--- config.mk ---
export PLATFORM = sky130hd
export DESIGN_NAME = dmc_regs
export DESIGN_NICKNAME = d
export VERILOG_FILES = /design/src/hw/dmc_ramp.v /design/src/hw/dmc_regs.v
export VERILOG_INCLUDE_DIRS = /design/src /design/src/hw
export SDC_FILE = /design/constraint.sdc
export NUM_CORES = 1
export LEC_CHECK = 0
export BUFFER_PORTS_ARGS = -buffer_cell sky130_fd_sc_hd__buf_2
export CAP_MARGIN = 15
export CORE_ASPECT_RATIO = 0.9
export CORE_UTILIZATION = 50
export DETAILED_ROUTE_END_ITERATION = 16
export PLACE_DENSITY = 0.86
export SYNTH_ARGS = -nofsm -noshare
export SYNTH_HDL_FRONTEND = slang
export SYNTH_SLANG_ARGS = --single-unit
--- constraint.sdc ---
create_clock -name core_clk -period 13 [get_ports core_clk]
set_input_delay 1.3 -clock core_clk [delete_from_list [all_inputs] [get_ports core_clk]]
set_output_delay 1.3 -clock core_clk [all_outputs]
set_load 0.005 [all_outputs]
--- src/hw/dmc_map.vh ---
// Purpose: Offsets, field positions, reset values and timing counts of the mode-control bank
// Assumes: Byte-wide registers at their printed addresses on the serial control port
// Notes: Definitions only
`ifndef DMC_MAP_VH
`define DMC_MAP_VH
// Register addresses
`define DMC_ADDR_RESET_MUTE 7'h40
`define DMC_ADDR_PSAVE_FMT 7'h41
`define DMC_ADDR_PAIR_ROLL 7'h42
`define DMC_ADDR_PHASE 7'h43
`define DMC_ADDR_SOFT_MUTE 7'h44
`define DMC_ADDR_SILENCE 7'h45
// Field positions in the reset and mute-source register
`define DMC_BIT_DEFAULTS 7
`define DMC_BIT_RESYNC 6
`define DMC_ANALOG_MUTE_SOURCES_HI 5
`define DMC_ANALOG_MUTE_SOURCES_LO 2
`define DMC_SRATE_HI 1
`define DMC_SRATE_LO 0
// Field positions in the power-save and format register
`define DMC_BIT_PSAVE 7
`define DMC_FMT_HI 3
`define DMC_FMT_LO 0
// Field positions in the pair register
`define DMC_PAIR_HI 7
`define DMC_PAIR_LO 4
`define DMC_ROLL_HI 3
`define DMC_ROLL_LO 0
// Reset values
`define DMC_RST_ANALOG_MUTE_SOURCES 4'h0
`define DMC_RST_SRATE 2'h0
`define DMC_RST_PSAVE 1'h0
`define DMC_RST_FMT 4'h0
`define DMC_RST_PAIR 4'h0
`define DMC_RST_ROLL 4'h0
`define DMC_RST_PHASE 8'h00
`define DMC_RST_MUTE 8'h00
// Sampling-mode codes
`define DMC_SR_AUTO 2'h0
`define DMC_SR_SINGLE 2'h1
`define DMC_SR_DUAL 2'h2
`define DMC_SR_QUAD 2'h3
// Clock ratio codes given by the clock detector
`define DMC_RATIO_128 3'h0
`define DMC_RATIO_192 3'h1
`define DMC_RATIO_256 3'h2
`define DMC_RATIO_384 3'h3
`define DMC_RATIO_512 3'h4
`define DMC_RATIO_768 3'h5
`define DMC_RATIO_1152 3'h6
// Ramp step spacing in sampling periods
`define DMC_RAMP_PERIODS 4'h8
// Pair output drive codes
`define DMC_DRV_DATA 2'h0
`define DMC_DRV_COMMON_MODE_LEVEL 2'h1
`define DMC_DRV_ANALOG_GROUND 2'h2
`endif

--- src/hw/dmc_ramp.v ---
// Purpose: One channel attenuator level that walks toward its target one step at a time
// Assumes: step_en is a one-cycle pulse per ramp step
// Notes: Level 0 stands for infinite attenuation
`timescale 1ns/100ps
`include "dmc_map.vh"
module dmc_ramp
(
	input wire clk,
	input wire rst_n,
	input wire step_en,
	input wire mute,
	input wire [7:0] target_level,
	output reg [7:0] level_r
);
	// Mute overrides the programmed level; unmute walks back up to it
	wire [7:0] goal;
	assign goal = mute ? 8'h00 : target_level;

	// One step per enable toward the goal
	always @(posedge clk or negedge rst_n)
	begin
		if (!rst_n)
			level_r <= 8'h00;
		else if (step_en && level_r < goal)
			level_r <= level_r + 8'h01;
		else if (step_en && level_r > goal)
			level_r <= level_r - 8'h01;
	end
endmodule // dmc_ramp

--- src/hw/dmc_regs.v ---
// Purpose: Mode-control register bank of an eight-channel audio DAC
// Assumes: Serial control port delivers decoded one-cycle write and read strobes
// Notes: Core runs on core_clk; fs_tick marks one sampling period
//
// Functional notes
// - Writing 0 to defaults-reload restores all mode registers; bit self-returns to 1.
// - Writing 0 to system-resync restarts DAC, keeps registers, bit self-returns.
// - Four mute-source enables gate clock loss, async, zero flags, disable command.
// - Sample rate mode 00 auto, 01 single, 10 dual, 11 quad.
// - Auto mode picks rate from system to sampling clock ratio.
// - Power-save select 0 makes disable power down; 1 only stops DAC.
// - Four-bit audio format select, codes 101x and 11xx reserved.
// - Each pair-disable bit cuts its pair from input and resets data.
// - Disabled pair drives common-mode when select is 1, else analog ground.
// - Register accesses keep working while any pair is disabled.
// - Roll-off bits pick sharp (0) or slow (1) filter per pair.
// - Output-invert bit n-1 inverts channel n; resets to zero.
// - Soft-mute bit n-1 mutes channel n; resets to zero.
// - Soft mute ramps down to mute and back up to programmed level.
// - Soft mute shares the attenuator and overrides programmed attenuation.
// - Silence status register is read-only, bit n-1 shows channel n zero.
// - Attenuator ramps move one step every 8 sampling periods.
`timescale 1ns/100ps
`include "dmc_map.vh"
module dmc_regs
(
	input wire core_clk,
	input wire reset_n,
	input wire wr_en,
	input wire rd_en,
	input wire [6:0] reg_addr,
	input wire [7:0] wr_data,
	output reg [7:0] rd_data_r,
	input wire fs_tick,
	input wire [2:0] clock_ratio,
	input wire clock_lost,
	input wire async_detect,
	input wire [1:0] zero_pair_flags,
	input wire [7:0] zero_detect,
	input wire [63:0] atten_level,
	output reg system_resync_r,
	output reg [1:0] active_rate_r,
	output wire [1:0] sample_rate_mode,
	output wire [3:0] audio_format_select,
	output wire format_reserved,
	output wire power_save_select,
	output wire [3:0] pair_disable,
	output reg [7:0] pair_drive_r,
	output reg [3:0] pair_power_down_r,
	output wire [3:0] rolloff_select,
	output wire [7:0] output_invert,
	output wire [7:0] channel_soft_mute,
	output reg analog_mute_r,
	output wire [63:0] channel_level
);
	// Reset release through two flip-flops
	reg rst_meta_r;
	reg rst_sync_r;
	always @(posedge core_clk or negedge reset_n)
	begin
		if (!reset_n)
		begin
			rst_meta_r <= 1'b0;
			rst_sync_r <= 1'b0;
		end
		else
		begin
			rst_meta_r <= 1'b1;
			rst_sync_r <= rst_meta_r;
		end
	end

	// Pin inputs through two flip-flops before use
	reg [2:0] ratio_meta_r;
	reg [2:0] ratio_r;
	reg [3:0] evt_meta_r;
	reg [3:0] evt_r;
	reg [7:0] zero_meta_r;
	reg [7:0] zero_r;
	always @(posedge core_clk or negedge rst_sync_r)
	begin
		if (!rst_sync_r)
		begin
			// Idle as 512 fs, so no false quad rate shows right after reset
			ratio_meta_r <= `DMC_RATIO_512;
			ratio_r <= `DMC_RATIO_512;
			evt_meta_r <= 4'h0;
			evt_r <= 4'h0;
			zero_meta_r <= 8'h00;
			zero_r <= 8'h00;
		end
		else
		begin
			ratio_meta_r <= clock_ratio;
			ratio_r <= ratio_meta_r;
			evt_meta_r <= {zero_pair_flags, async_detect, clock_lost};
			evt_r <= evt_meta_r;
			zero_meta_r <= zero_detect;
			zero_r <= zero_meta_r;
		end
	end

	// Address decode shared by read and write paths
	function [5:0] dmc_decode;
		input [6:0] addr;
		begin
			dmc_decode = 6'h00;
			case (addr)
				`DMC_ADDR_RESET_MUTE: dmc_decode = 6'h01;
				`DMC_ADDR_PSAVE_FMT: dmc_decode = 6'h02;
				`DMC_ADDR_PAIR_ROLL: dmc_decode = 6'h04;
				`DMC_ADDR_PHASE: dmc_decode = 6'h08;
				`DMC_ADDR_SOFT_MUTE: dmc_decode = 6'h10;
				`DMC_ADDR_SILENCE: dmc_decode = 6'h20;
				default: dmc_decode = 6'h00;
			endcase
		end
	endfunction

	// Strobes gate the decode so a stray address alone never selects a register
	wire [5:0] wr_sel;
	wire [5:0] rd_sel;
	assign wr_sel = wr_en ? dmc_decode(reg_addr) : 6'h00;
	assign rd_sel = rd_en ? dmc_decode(reg_addr) : 6'h00;

	wire reload;
	assign reload = wr_sel[0] && !wr_data[`DMC_BIT_DEFAULTS];

	// Mode fields
	reg [3:0] analog_mute_sources_r;
	reg [1:0] srate_r;
	reg psave_r;
	reg [3:0] fmt_r;
	reg [3:0] pair_r;
	reg [3:0] roll_r;
	reg [7:0] phase_r;
	reg [7:0] mute_r;

	// Register writes; keeps them open regardless of pair disable
	always @(posedge core_clk or negedge rst_sync_r)
	begin
		if (!rst_sync_r)
		begin
			analog_mute_sources_r <= `DMC_RST_ANALOG_MUTE_SOURCES;
			srate_r <= `DMC_RST_SRATE;
			psave_r <= `DMC_RST_PSAVE;
			fmt_r <= `DMC_RST_FMT;
			pair_r <= `DMC_RST_PAIR;
			roll_r <= `DMC_RST_ROLL;
			phase_r <= `DMC_RST_PHASE;
			mute_r <= `DMC_RST_MUTE;
		end
		// whole bank back to defaults, same write ignored
		else if (reload)
		begin
			analog_mute_sources_r <= `DMC_RST_ANALOG_MUTE_SOURCES;
			srate_r <= `DMC_RST_SRATE;
			psave_r <= `DMC_RST_PSAVE;
			fmt_r <= `DMC_RST_FMT;
			pair_r <= `DMC_RST_PAIR;
			roll_r <= `DMC_RST_ROLL;
			phase_r <= `DMC_RST_PHASE;
			mute_r <= `DMC_RST_MUTE;
		end
		else
		begin
			if (wr_sel[0])
			begin
				analog_mute_sources_r <= wr_data[`DMC_ANALOG_MUTE_SOURCES_HI:`DMC_ANALOG_MUTE_SOURCES_LO];
				srate_r <= wr_data[`DMC_SRATE_HI:`DMC_SRATE_LO];
			end
			if (wr_sel[1])
			begin
				psave_r <= wr_data[`DMC_BIT_PSAVE];
				fmt_r <= wr_data[`DMC_FMT_HI:`DMC_FMT_LO];
			end
			if (wr_sel[2])
			begin
				pair_r <= wr_data[`DMC_PAIR_HI:`DMC_PAIR_LO];
				roll_r <= wr_data[`DMC_ROLL_HI:`DMC_ROLL_LO];
			end
			if (wr_sel[3])
				phase_r <= wr_data;
			if (wr_sel[4])
				mute_r <= wr_data;
		end
	end

	// resync pulse on a written 0; writing 1 does nothing
	always @(posedge core_clk or negedge rst_sync_r)
	begin
		if (!rst_sync_r)
			system_resync_r <= 1'b0;
		else
			system_resync_r <= wr_sel[0] && wr_data[`DMC_BIT_RESYNC] == 1'b0;
	end

	// Readback; reset bits always read 1, status read-only
	// Unmapped addresses read zero rather than stale data
	always @(posedge core_clk or negedge rst_sync_r)
	begin
		if (!rst_sync_r)
			rd_data_r <= 8'h00;
		else if (rd_en)
		begin
			case (rd_sel)
				6'h01: rd_data_r <= {2'h3, analog_mute_sources_r, srate_r};
				6'h02: rd_data_r <= {psave_r, 3'h0, fmt_r};
				6'h04: rd_data_r <= {pair_r, roll_r};
				6'h08: rd_data_r <= phase_r;
				6'h10: rd_data_r <= mute_r;
				6'h20: rd_data_r <= zero_r;
				default: rd_data_r <= 8'h00;
			endcase
		end
	end

	// fields straight to the data path
	assign sample_rate_mode = srate_r;
	assign audio_format_select = fmt_r;
	// reserved codes flagged by a flop written beside the field itself
	reg fmt_rsv_r;
	always @(posedge core_clk or negedge rst_sync_r)
	begin
		if (!rst_sync_r)
			fmt_rsv_r <= 1'b0;
		else if (reload)
			fmt_rsv_r <= 1'b0;
		else if (wr_sel[1])
			fmt_rsv_r <= wr_data[`DMC_FMT_HI] &&
				(wr_data[`DMC_FMT_HI - 1] || wr_data[`DMC_FMT_HI - 2]);
	end
	assign format_reserved = fmt_rsv_r;
	assign power_save_select = psave_r;
	// pair cut from its input while its bit is set
	assign pair_disable = pair_r;
	assign rolloff_select = roll_r;
	assign output_invert = phase_r;
	assign channel_soft_mute = mute_r;

	// automatic rate from the clock ratio
	reg [1:0] auto_rate;
	always @*
	begin
		case (ratio_r)
			`DMC_RATIO_128, `DMC_RATIO_192: auto_rate = `DMC_SR_QUAD;
			`DMC_RATIO_256, `DMC_RATIO_384: auto_rate = `DMC_SR_DUAL;
			default: auto_rate = `DMC_SR_SINGLE;
		endcase
	end

	// explicit mode wins over automatic choice
	always @(posedge core_clk or negedge rst_sync_r)
	begin
		if (!rst_sync_r)
			active_rate_r <= `DMC_SR_SINGLE;
		else if (srate_r == `DMC_SR_AUTO)
			active_rate_r <= auto_rate;
		else
			active_rate_r <= srate_r;
	end

	// per-pair output drive and power down, decoded per pair
	wire [7:0] pair_drive_nxt;
	wire [3:0] pair_down_nxt;
	genvar p;
	generate
		for (p = 0; p < 4; p = p + 1)
		begin : g_pair
			assign pair_drive_nxt[2*p+1:2*p] = !pair_r[p] ? `DMC_DRV_DATA :
				(psave_r ? `DMC_DRV_COMMON_MODE_LEVEL : `DMC_DRV_ANALOG_GROUND);
			assign pair_down_nxt[p] = pair_r[p] && !psave_r;
		end
	endgenerate

	// One process owns both outputs, so each has a single driver
	always @(posedge core_clk or negedge rst_sync_r)
	begin
		if (!rst_sync_r)
		begin
			pair_drive_r <= {4{`DMC_DRV_DATA}};
			pair_power_down_r <= 4'h0;
		end
		else
		begin
			pair_drive_r <= pair_drive_nxt;
			pair_power_down_r <= pair_down_nxt;
		end
	end

	// gated analog mute sources
	// Registered so a glitching source never chatters the mute line
	always @(posedge core_clk or negedge rst_sync_r)
	begin
		if (!rst_sync_r)
			analog_mute_r <= 1'b0;
		else
			analog_mute_r <= (analog_mute_sources_r[0] && evt_r[0]) || (analog_mute_sources_r[1] && evt_r[1]) ||
				(analog_mute_sources_r[2] && evt_r[2] && evt_r[3]) || (analog_mute_sources_r[3] && (|pair_r));
	end

	// step enable every eight sampling periods
	// Counted in fs_tick pulses so the ramp needs no second clock
	reg [3:0] fs_cnt_r;
	reg step_r;
	always @(posedge core_clk or negedge rst_sync_r)
	begin
		if (!rst_sync_r)
		begin
			fs_cnt_r <= 4'h0;
			step_r <= 1'b0;
		end
		else if (fs_tick)
		begin
			fs_cnt_r <= (fs_cnt_r == `DMC_RAMP_PERIODS - 4'h1) ? 4'h0 : fs_cnt_r + 4'h1;
			step_r <= (fs_cnt_r == `DMC_RAMP_PERIODS - 4'h1);
		end
		else
			step_r <= 1'b0;
	end

	// one shared attenuator ramp per channel, mute has priority
	genvar c;
	generate
		for (c = 0; c < 8; c = c + 1)
		begin : g_chan
			dmc_ramp u_ramp
			(
				.clk(core_clk),
				.rst_n(rst_sync_r),
				.step_en(step_r),
				.mute(mute_r[c]),
				.target_level(atten_level[8*c+7:8*c]),
				.level_r(channel_level[8*c+7:8*c])
			);
		end
	endgenerate
endmodule // dmc_regs

; Yosys cells after proc, flatten, opt, wreduce, memory -nomap -nowiden
; Cells that the tools add are included.
[op_classes]
muxes = 55
order_cmp = 16
add_sub_neg = 17
bitwise = 1
reduce_logical = 52
n_eq_ne = 16
[ops]
columns = cell, count
row1 = 8-bit two-way mux, 28
row2 = "8-bit by 1-bit adder with 8-bit output, second input constant", 8
row3 = 8-bit greater-than comparator, 8
row4 = 8-bit less-than comparator, 8
row5 = "8-bit by 1-bit subtractor with 8-bit output, second input constant", 8
row6 = 8-bit case mux with 6 select lines, 1
row7 = "7-bit equality test, second input constant", 6
row8 = 4-bit two-way mux, 9
row9 = 6-bit case mux with 6 select lines, 1
row10 = 1-bit logical AND, 28
row11 = 2-bit nonzero test, 13
row12 = 2-bit two-way mux, 8
row13 = "3-bit by 2-bit equality test with 1-bit output, second input constant", 2
row14 = "6-bit by 1-bit equality test with 1-bit output, second input constant", 1
row15 = "6-bit by 2-bit equality test with 1-bit output, second input constant", 1
row16 = "6-bit by 3-bit equality test with 1-bit output, second input constant", 1
row17 = "6-bit by 4-bit equality test with 1-bit output, second input constant", 1
row18 = "6-bit by 5-bit equality test with 1-bit output, second input constant", 1
row19 = "6-bit equality test, second input constant", 1
row20 = 6-bit two-way mux, 1
row21 = 1-bit two-way mux, 5
row22 = 5-bit two-way mux, 1
row23 = "4-bit by 1-bit adder with 4-bit output, second input constant", 1
row24 = "4-bit by 3-bit equality test with 1-bit output, second input constant", 1
row25 = 9 further kinds, 14
[word_totals]
in_bits = 99
word_cells = 190
reg_bits = 161

; Longest topological paths before layout
[depth]
word_depth = 5
mapped_depth = 14

; Cells and area by module
; A second synthesis with hierarchy kept.
[hier_totals]
hier_cells = 934
area_unflattened_um2 = 10182.3
[by_module_without_submodules]
columns = module, n_inst, cells_per_inst, area_each_um2
row1 = dmc_regs, 1, 303, 3681.0
row2 = dmc_ramp at g_chan[0].u_ramp ..., 4, 79, 832.0
row3 = dmc_ramp at g_chan[5].u_ramp ..., 3, 77, 788.3
row4 = dmc_ramp at g_chan[2].u_ramp, 1, 84, 808.3

; Worst setup path after synthesis
; OpenSTA, ideal clock, no wires.
[synth_path]
kind = input-to-reg
start = input atten_level[2]
end = register g_chan[0].u_ramp.level_r[6]
setup_time_ns = 0.125
arrival_time_ns = 3.976
required_ns = 12.875
slack_ns = 8.899
path_buffers = 0
cell_stages = 13
cell_sequence = nand2b_1 > ha_1 > nand3_1 > nor2_1 > a2111oi_0 > o31ai_1 > ha_1 > a21o_1 > a21oi_1 > o21bai_1 > a21oi_1 > xnor2_1 > mux2_2
[synth_between]
elab_chain_len = 4
elab_cells_between_ends = 7
classes_between = 2 x order compare / 2 x mux / 3 x reduce/logical
[synth_lines]
columns = element, line_no
row1 = from (decl), dmc_regs.v:40  ; input wire [63:0] atten_level,
row2 = 8-bit two-way mux *, dmc_ramp.v:17  ; assign goal = mute ? 8'h00 : target_level;
row3 = 8-bit less-than comparator / 8-bit greater-than comparator (equally long branches), "dmc_ramp.v:24, dmc_ramp.v:26"
row4 = "1-bit logical AND, on equally long branches", "dmc_ramp.v:24, dmc_ramp.v:26"
row5 = 8-bit two-way mux / 2-bit nonzero test (equally long branches), -
row6 = to (signal assigned), dmc_ramp.v:25  ; level_r <= level_r + 8'h01;
row7 = to (signal assigned), dmc_ramp.v:27  ; level_r <= level_r - 8'h01;
row8 = to (decl), dmc_ramp.v:13  ; output reg [7:0] level_r
; Mark *: on every way between the ends. The rest lies on a longest branch, timed or not.
; A chain may end at the register's enable or synchronous reset.

; Worst setup path in the final report
[layout_path]
start = input atten_level[27]
end = register g_chan[3].u_ramp.level_r[6]
[layout_between]
elab_chain_len = 4
elab_cells_between_ends = 7
classes_between = 2 x order compare / 2 x mux / 3 x reduce/logical
[layout_lines]
columns = element, line_no
row1 = 8-bit two-way mux *, dmc_ramp.v:17
row2 = 8-bit less-than comparator / 8-bit greater-than comparator (equally long branches), "dmc_ramp.v:24, dmc_ramp.v:26"
row3 = "1-bit logical AND, on equally long branches", "dmc_ramp.v:24, dmc_ramp.v:26"
row4 = 8-bit two-way mux / 2-bit nonzero test (equally long branches), -
row5 = to (signal assigned), dmc_ramp.v:25
row6 = to (signal assigned), dmc_ramp.v:27
row7 = to (decl), dmc_ramp.v:13
; Marked as above.

==> impl_metrics.json <==
{
  "synth_simple_gate_area_share_pct": 13.89,
  "grt_max_degree": 82,
  "fin_crit_sh_pct": 30.75,
  "routed.top_layer": "met4",
  "synth_xor_area_share_pct": 5.057,
  "synth_fp_nets": 1149,
  "hold_class": "flip-flop to flip-flop",
  "crit_slowest_cell": "fa_1",
  "cts_max_path_buffers": 2,
  "synthAdderAreaFrac_pct": 16.23,
  "startpoint_type": "input port",
  "rsz0062_at_grt": "no",
  "antenna_left": 0,
  "clk_pin_slew_ns": 0.07,
  "p_leak_nw": 5.752,
  "setup-violations-final": 0,
  "die_x_um": 148.8,
  "r2r_setup_slack_ns": 9.26,
  "ys_types": 61,
  "wl_met2_mm": 10.84,
  "grt-ovfl-total": 0,
  "muxShareOfSynthArea_pct": 8.167,
  "ir_worst_vdd_mv": 0.1355,
  "finalSetupTns_ns": 0,
  "place_hpwl_mm": 17.22,
  "core_sq_um": 18700,
  "dieArea_sq_um": 19960,
  "path_cells": "buf_2, nand2b_1, ha_1, and4b_1, a211oi_1, o221ai_1, fa_1, a21o_1, a21oi_1, o21bai_1, a21oi_1, xnor2_1, mux2_2",
  "hold_end": "ratio_r[1]$_DFF_PN0_",
  "r2r-end": "g_chan[7].u_ramp.level_r[7]$_DFFE_PN0P_",
  "ctsResizeCount": 0,
  "slowest_delay_ns": 0.59,
  "synth_compound_gate_area_share_pct": 13.47,
  "antenna_found_initial": 2,
  "fillers": 1558,
  "clock_skew_ns": 0.008104,
  "cts_sinks": 155,
  "synth-seq-area-share_pct": 40.03,
  "max_slew.worst_pin.slew_ns": 0.9519,
  "grt_pass1_wl_mm": 37.12,
  "clock.fmax_mhz": 250.2,
  "wl_met1_mm": 10.34,
  "cts_setup_buffers": 0,
  "async_flop_share_pct": 100.0,
  "cts_buffers": 17,
  "cts-hold-fix-buffers": 0,
  "postLayoutCellArea_sq_um": 11600,
  "cap_violations": 0,
  "p_per_area_nw_per_um2": 212.9,
  "synth_edf_count": 0,
  "first_pass_iters": 5,
  "path_buf_inv": 1,
  "critPathMostFrequentCell": "a21oi_1",
  "worstHoldPathCells": 0,
  "grt_usage_pct": 23.66,
  "clk-insertion-delay-late_ns": 0.42,
  "start_util_pct": 51.86,
  "place.gp.congestion": 0.8558,
  "crit_family": "compound AO/OA/AOI/OAI gates",
  "cts_root_buf": "clkbuf_16",
  "nets": 1359,
  "layout_min_cycle_time_ns": 3.997,
  "htree_levels": 4,
  "slew_headroom_pct": 36.54,
  "cts_tree": "yes",
  "r2r_cells": 13,
  "layout-drive-gt1-share_pct": 27.52,
  "yosysTopAreaCell": "dfrtp_1",
  "cp.arrival_ns": 4.30,
  "hold_viol_final": 0,
  "synth_top_family_by_area": "adder cells",
  "drt_iter0_drc": 343,
  "fin_cells": 1399,
  "required_ns": 13.30,
  "slew_violations": 0,
  "holdWs_ns": 0.3465,
  "dpl.cell_count": 1364,
  "preCtsSetupSlack_ns": 8.623,
  "ios": 219,
  "synth_seq_cells": 155,
  "outcome": "finished, final reports clean",
  "synth_most_common_cell": "dfrtp_1",
  "endpoint_kind": "flip-flop",
  "regArea_sq_um": 3886,
  "hold_start": "ratio_meta_r[1]$_DFF_PN0_",
  "wirelength_mm": 23.05,
  "wire_per_inst_um": 16.47,
  "crit_type": "input port to flip-flop",
  "drt-vias-per-instance": 5.501,
  "ys_top_cells_by_area": "dfrtp_1 (39%), ha_1 (15%), mux2_2 (4.8%)",
  "syn2layout_area_growth_pct": 19.57,
  "syn_area_sq_um": 9698,
  "dpl_cell_area_sq_um": 10940,
  "synth_top_area_share_pct": 39.22,
  "r2r-start": "channel_soft_mute[7]$_DFFE_PN0P_",
  "ys_top_cells_by_count": "dfrtp_1 (152), ha_1 (113), a21oi_1 (85)",
  "cp_max_fo": 10,
  "grt_pass1_vias": 7476,
  "wl_met3_mm": 1.468,
  "yosysWarnings": 0,
  "synthCells": 929,
  "ys.flop_type": "dfrtp_1",
  "die_y_um": 134.1,
  "multi_input_area_sq_um": 5514,
  "vias": 7696,
  "drc": 0,
  "num_rows": 47,
  "io_buffers": 217,
  "worst_slack_ns": 9.003,
  "synth.avg_cell_area_sq_um": 10.44
}
-- metal layers --
layer	global-route usage (%)	vias up
met3	6.156	25
met4	6.406	0
met5	0	-
met1	30.81	3718
li1	-	3745
met2	39.02	208
-- sequential cells by signal, summed over array words and instances, names as in the netlist, 2 cells and up --
signal / count
g_chan.u_ramp.level_r: 64
channel_soft_mute: 8
output_invert: 8
rd_data_r: 8
zero_meta_r: 8
zero_r: 8
pair_drive_r: 6
analog_mute_sources_r: 4
audio_format_select: 4
evt_meta_r: 4
evt_r: 4
fs_cnt_r: 4
pair_disable: 4
rolloff_select: 4
active_rate_r: 2
pair_power_down_r: 2
ratio_meta_r: 2
ratio_r: 2
sample_rate_mode: 2
-- power breakdown --
part | internal, W | switching [W]
logic | 0.000602 | 0.000568
clock network | 0.000312 | 0.000211
registers | 0.000610 | 0.000166
-- area by class of cell --
cell class / count / share of cell area [%]
diodes: 2 / 0.04316
clock buffers: 18 / 3.787
clock inverters: 14 / 1.597
inverters: 29 / 0.9387
multi-input cells: 713 / 47.55
flip-flops and latches: 155 / 33.51
well taps: 245 / 2.644
repair buffers: 223 / 9.927
-- cell usage in the layout, fill, tap and decap left out, types with 10 or more instances in the layout --
cell and count:
nand2b_1 57, nand4_1 12, o21bai_1 16, xnor2_1 42
o21ai_0 30, clkbuf_16 17, nand2_1 63, inv_1 29
mux2i_1 24, a211oi_1 10, xor2_1 14, buf_2 217
mux2_2 41, dfrtp_1 151, a21oi_1 85, nand3_1 26
ha_1 113, nor2b_1 13, nor2_1 54, a21o_1 32
-- cell families (layout without fill, tap and decap cells) --
logic type / count (synthesis) / after routing
buffers and inverters: 61 / 284
other: 1 / 3
muxes: 69 / 69
AOI/OAI and AO/OA: 211 / 211
and+or+nand+nor: 255 / 255
DFF: 155 / 155
xor gates and xnor gates: 56 / 56
adders and majority gates: 121 / 121
-- worst max-delay path by stage --
stage,start,end,slack (ns),cells past startpoint
CTS,atten_level[34],g_chan[4].u_ramp.level_r[6]$_DFFE_PN0P_,9.06,13
finish,atten_level[27],g_chan[3].u_ramp.level_r[6]$_DFFE_PN0P_,9.00,13
global route,atten_level[34],g_chan[4].u_ramp.level_r[7]$_DFFE_PN0P_,8.80,13
detailed placement,atten_level[34],g_chan[4].u_ramp.level_r[6]$_DFFE_PN0P_,8.62,13
floorplan,rst_sync_r$_DFF_PN0_,active_rate_r[1]$_DFF_PN0_,8.37,0
global placement,atten_level[27],g_chan[3].u_ramp.level_r[6]$_DFFE_PN0P_,8.67,13
-- worst register-to-register path, delay by kind of cell, from the launching register on --
family | cells | cell delay, ns
AOI/OAI and AO/OA | 6 | 1.37
xor gates and xnor gates | 1 | 0.18
adders and majority gates | 2 | 0.84
buffers and inverters | 1 | 0.25
DFF | 1 | 0.46
muxes | 1 | 0.24
and+or+nand+nor | 2 | 0.31
-- through the flow --
stage / power, W / utilization, %
floorplan: 0.001609 / -
global placement: 0.001880 / 58.50
detailed placement: 0.001944 / 58.50
CTS: 0.002483 / 61.84
global route: 0.002677 / 62.00
finish: 0.002469 / 62.01
Power figures use the tool's default switching activity.
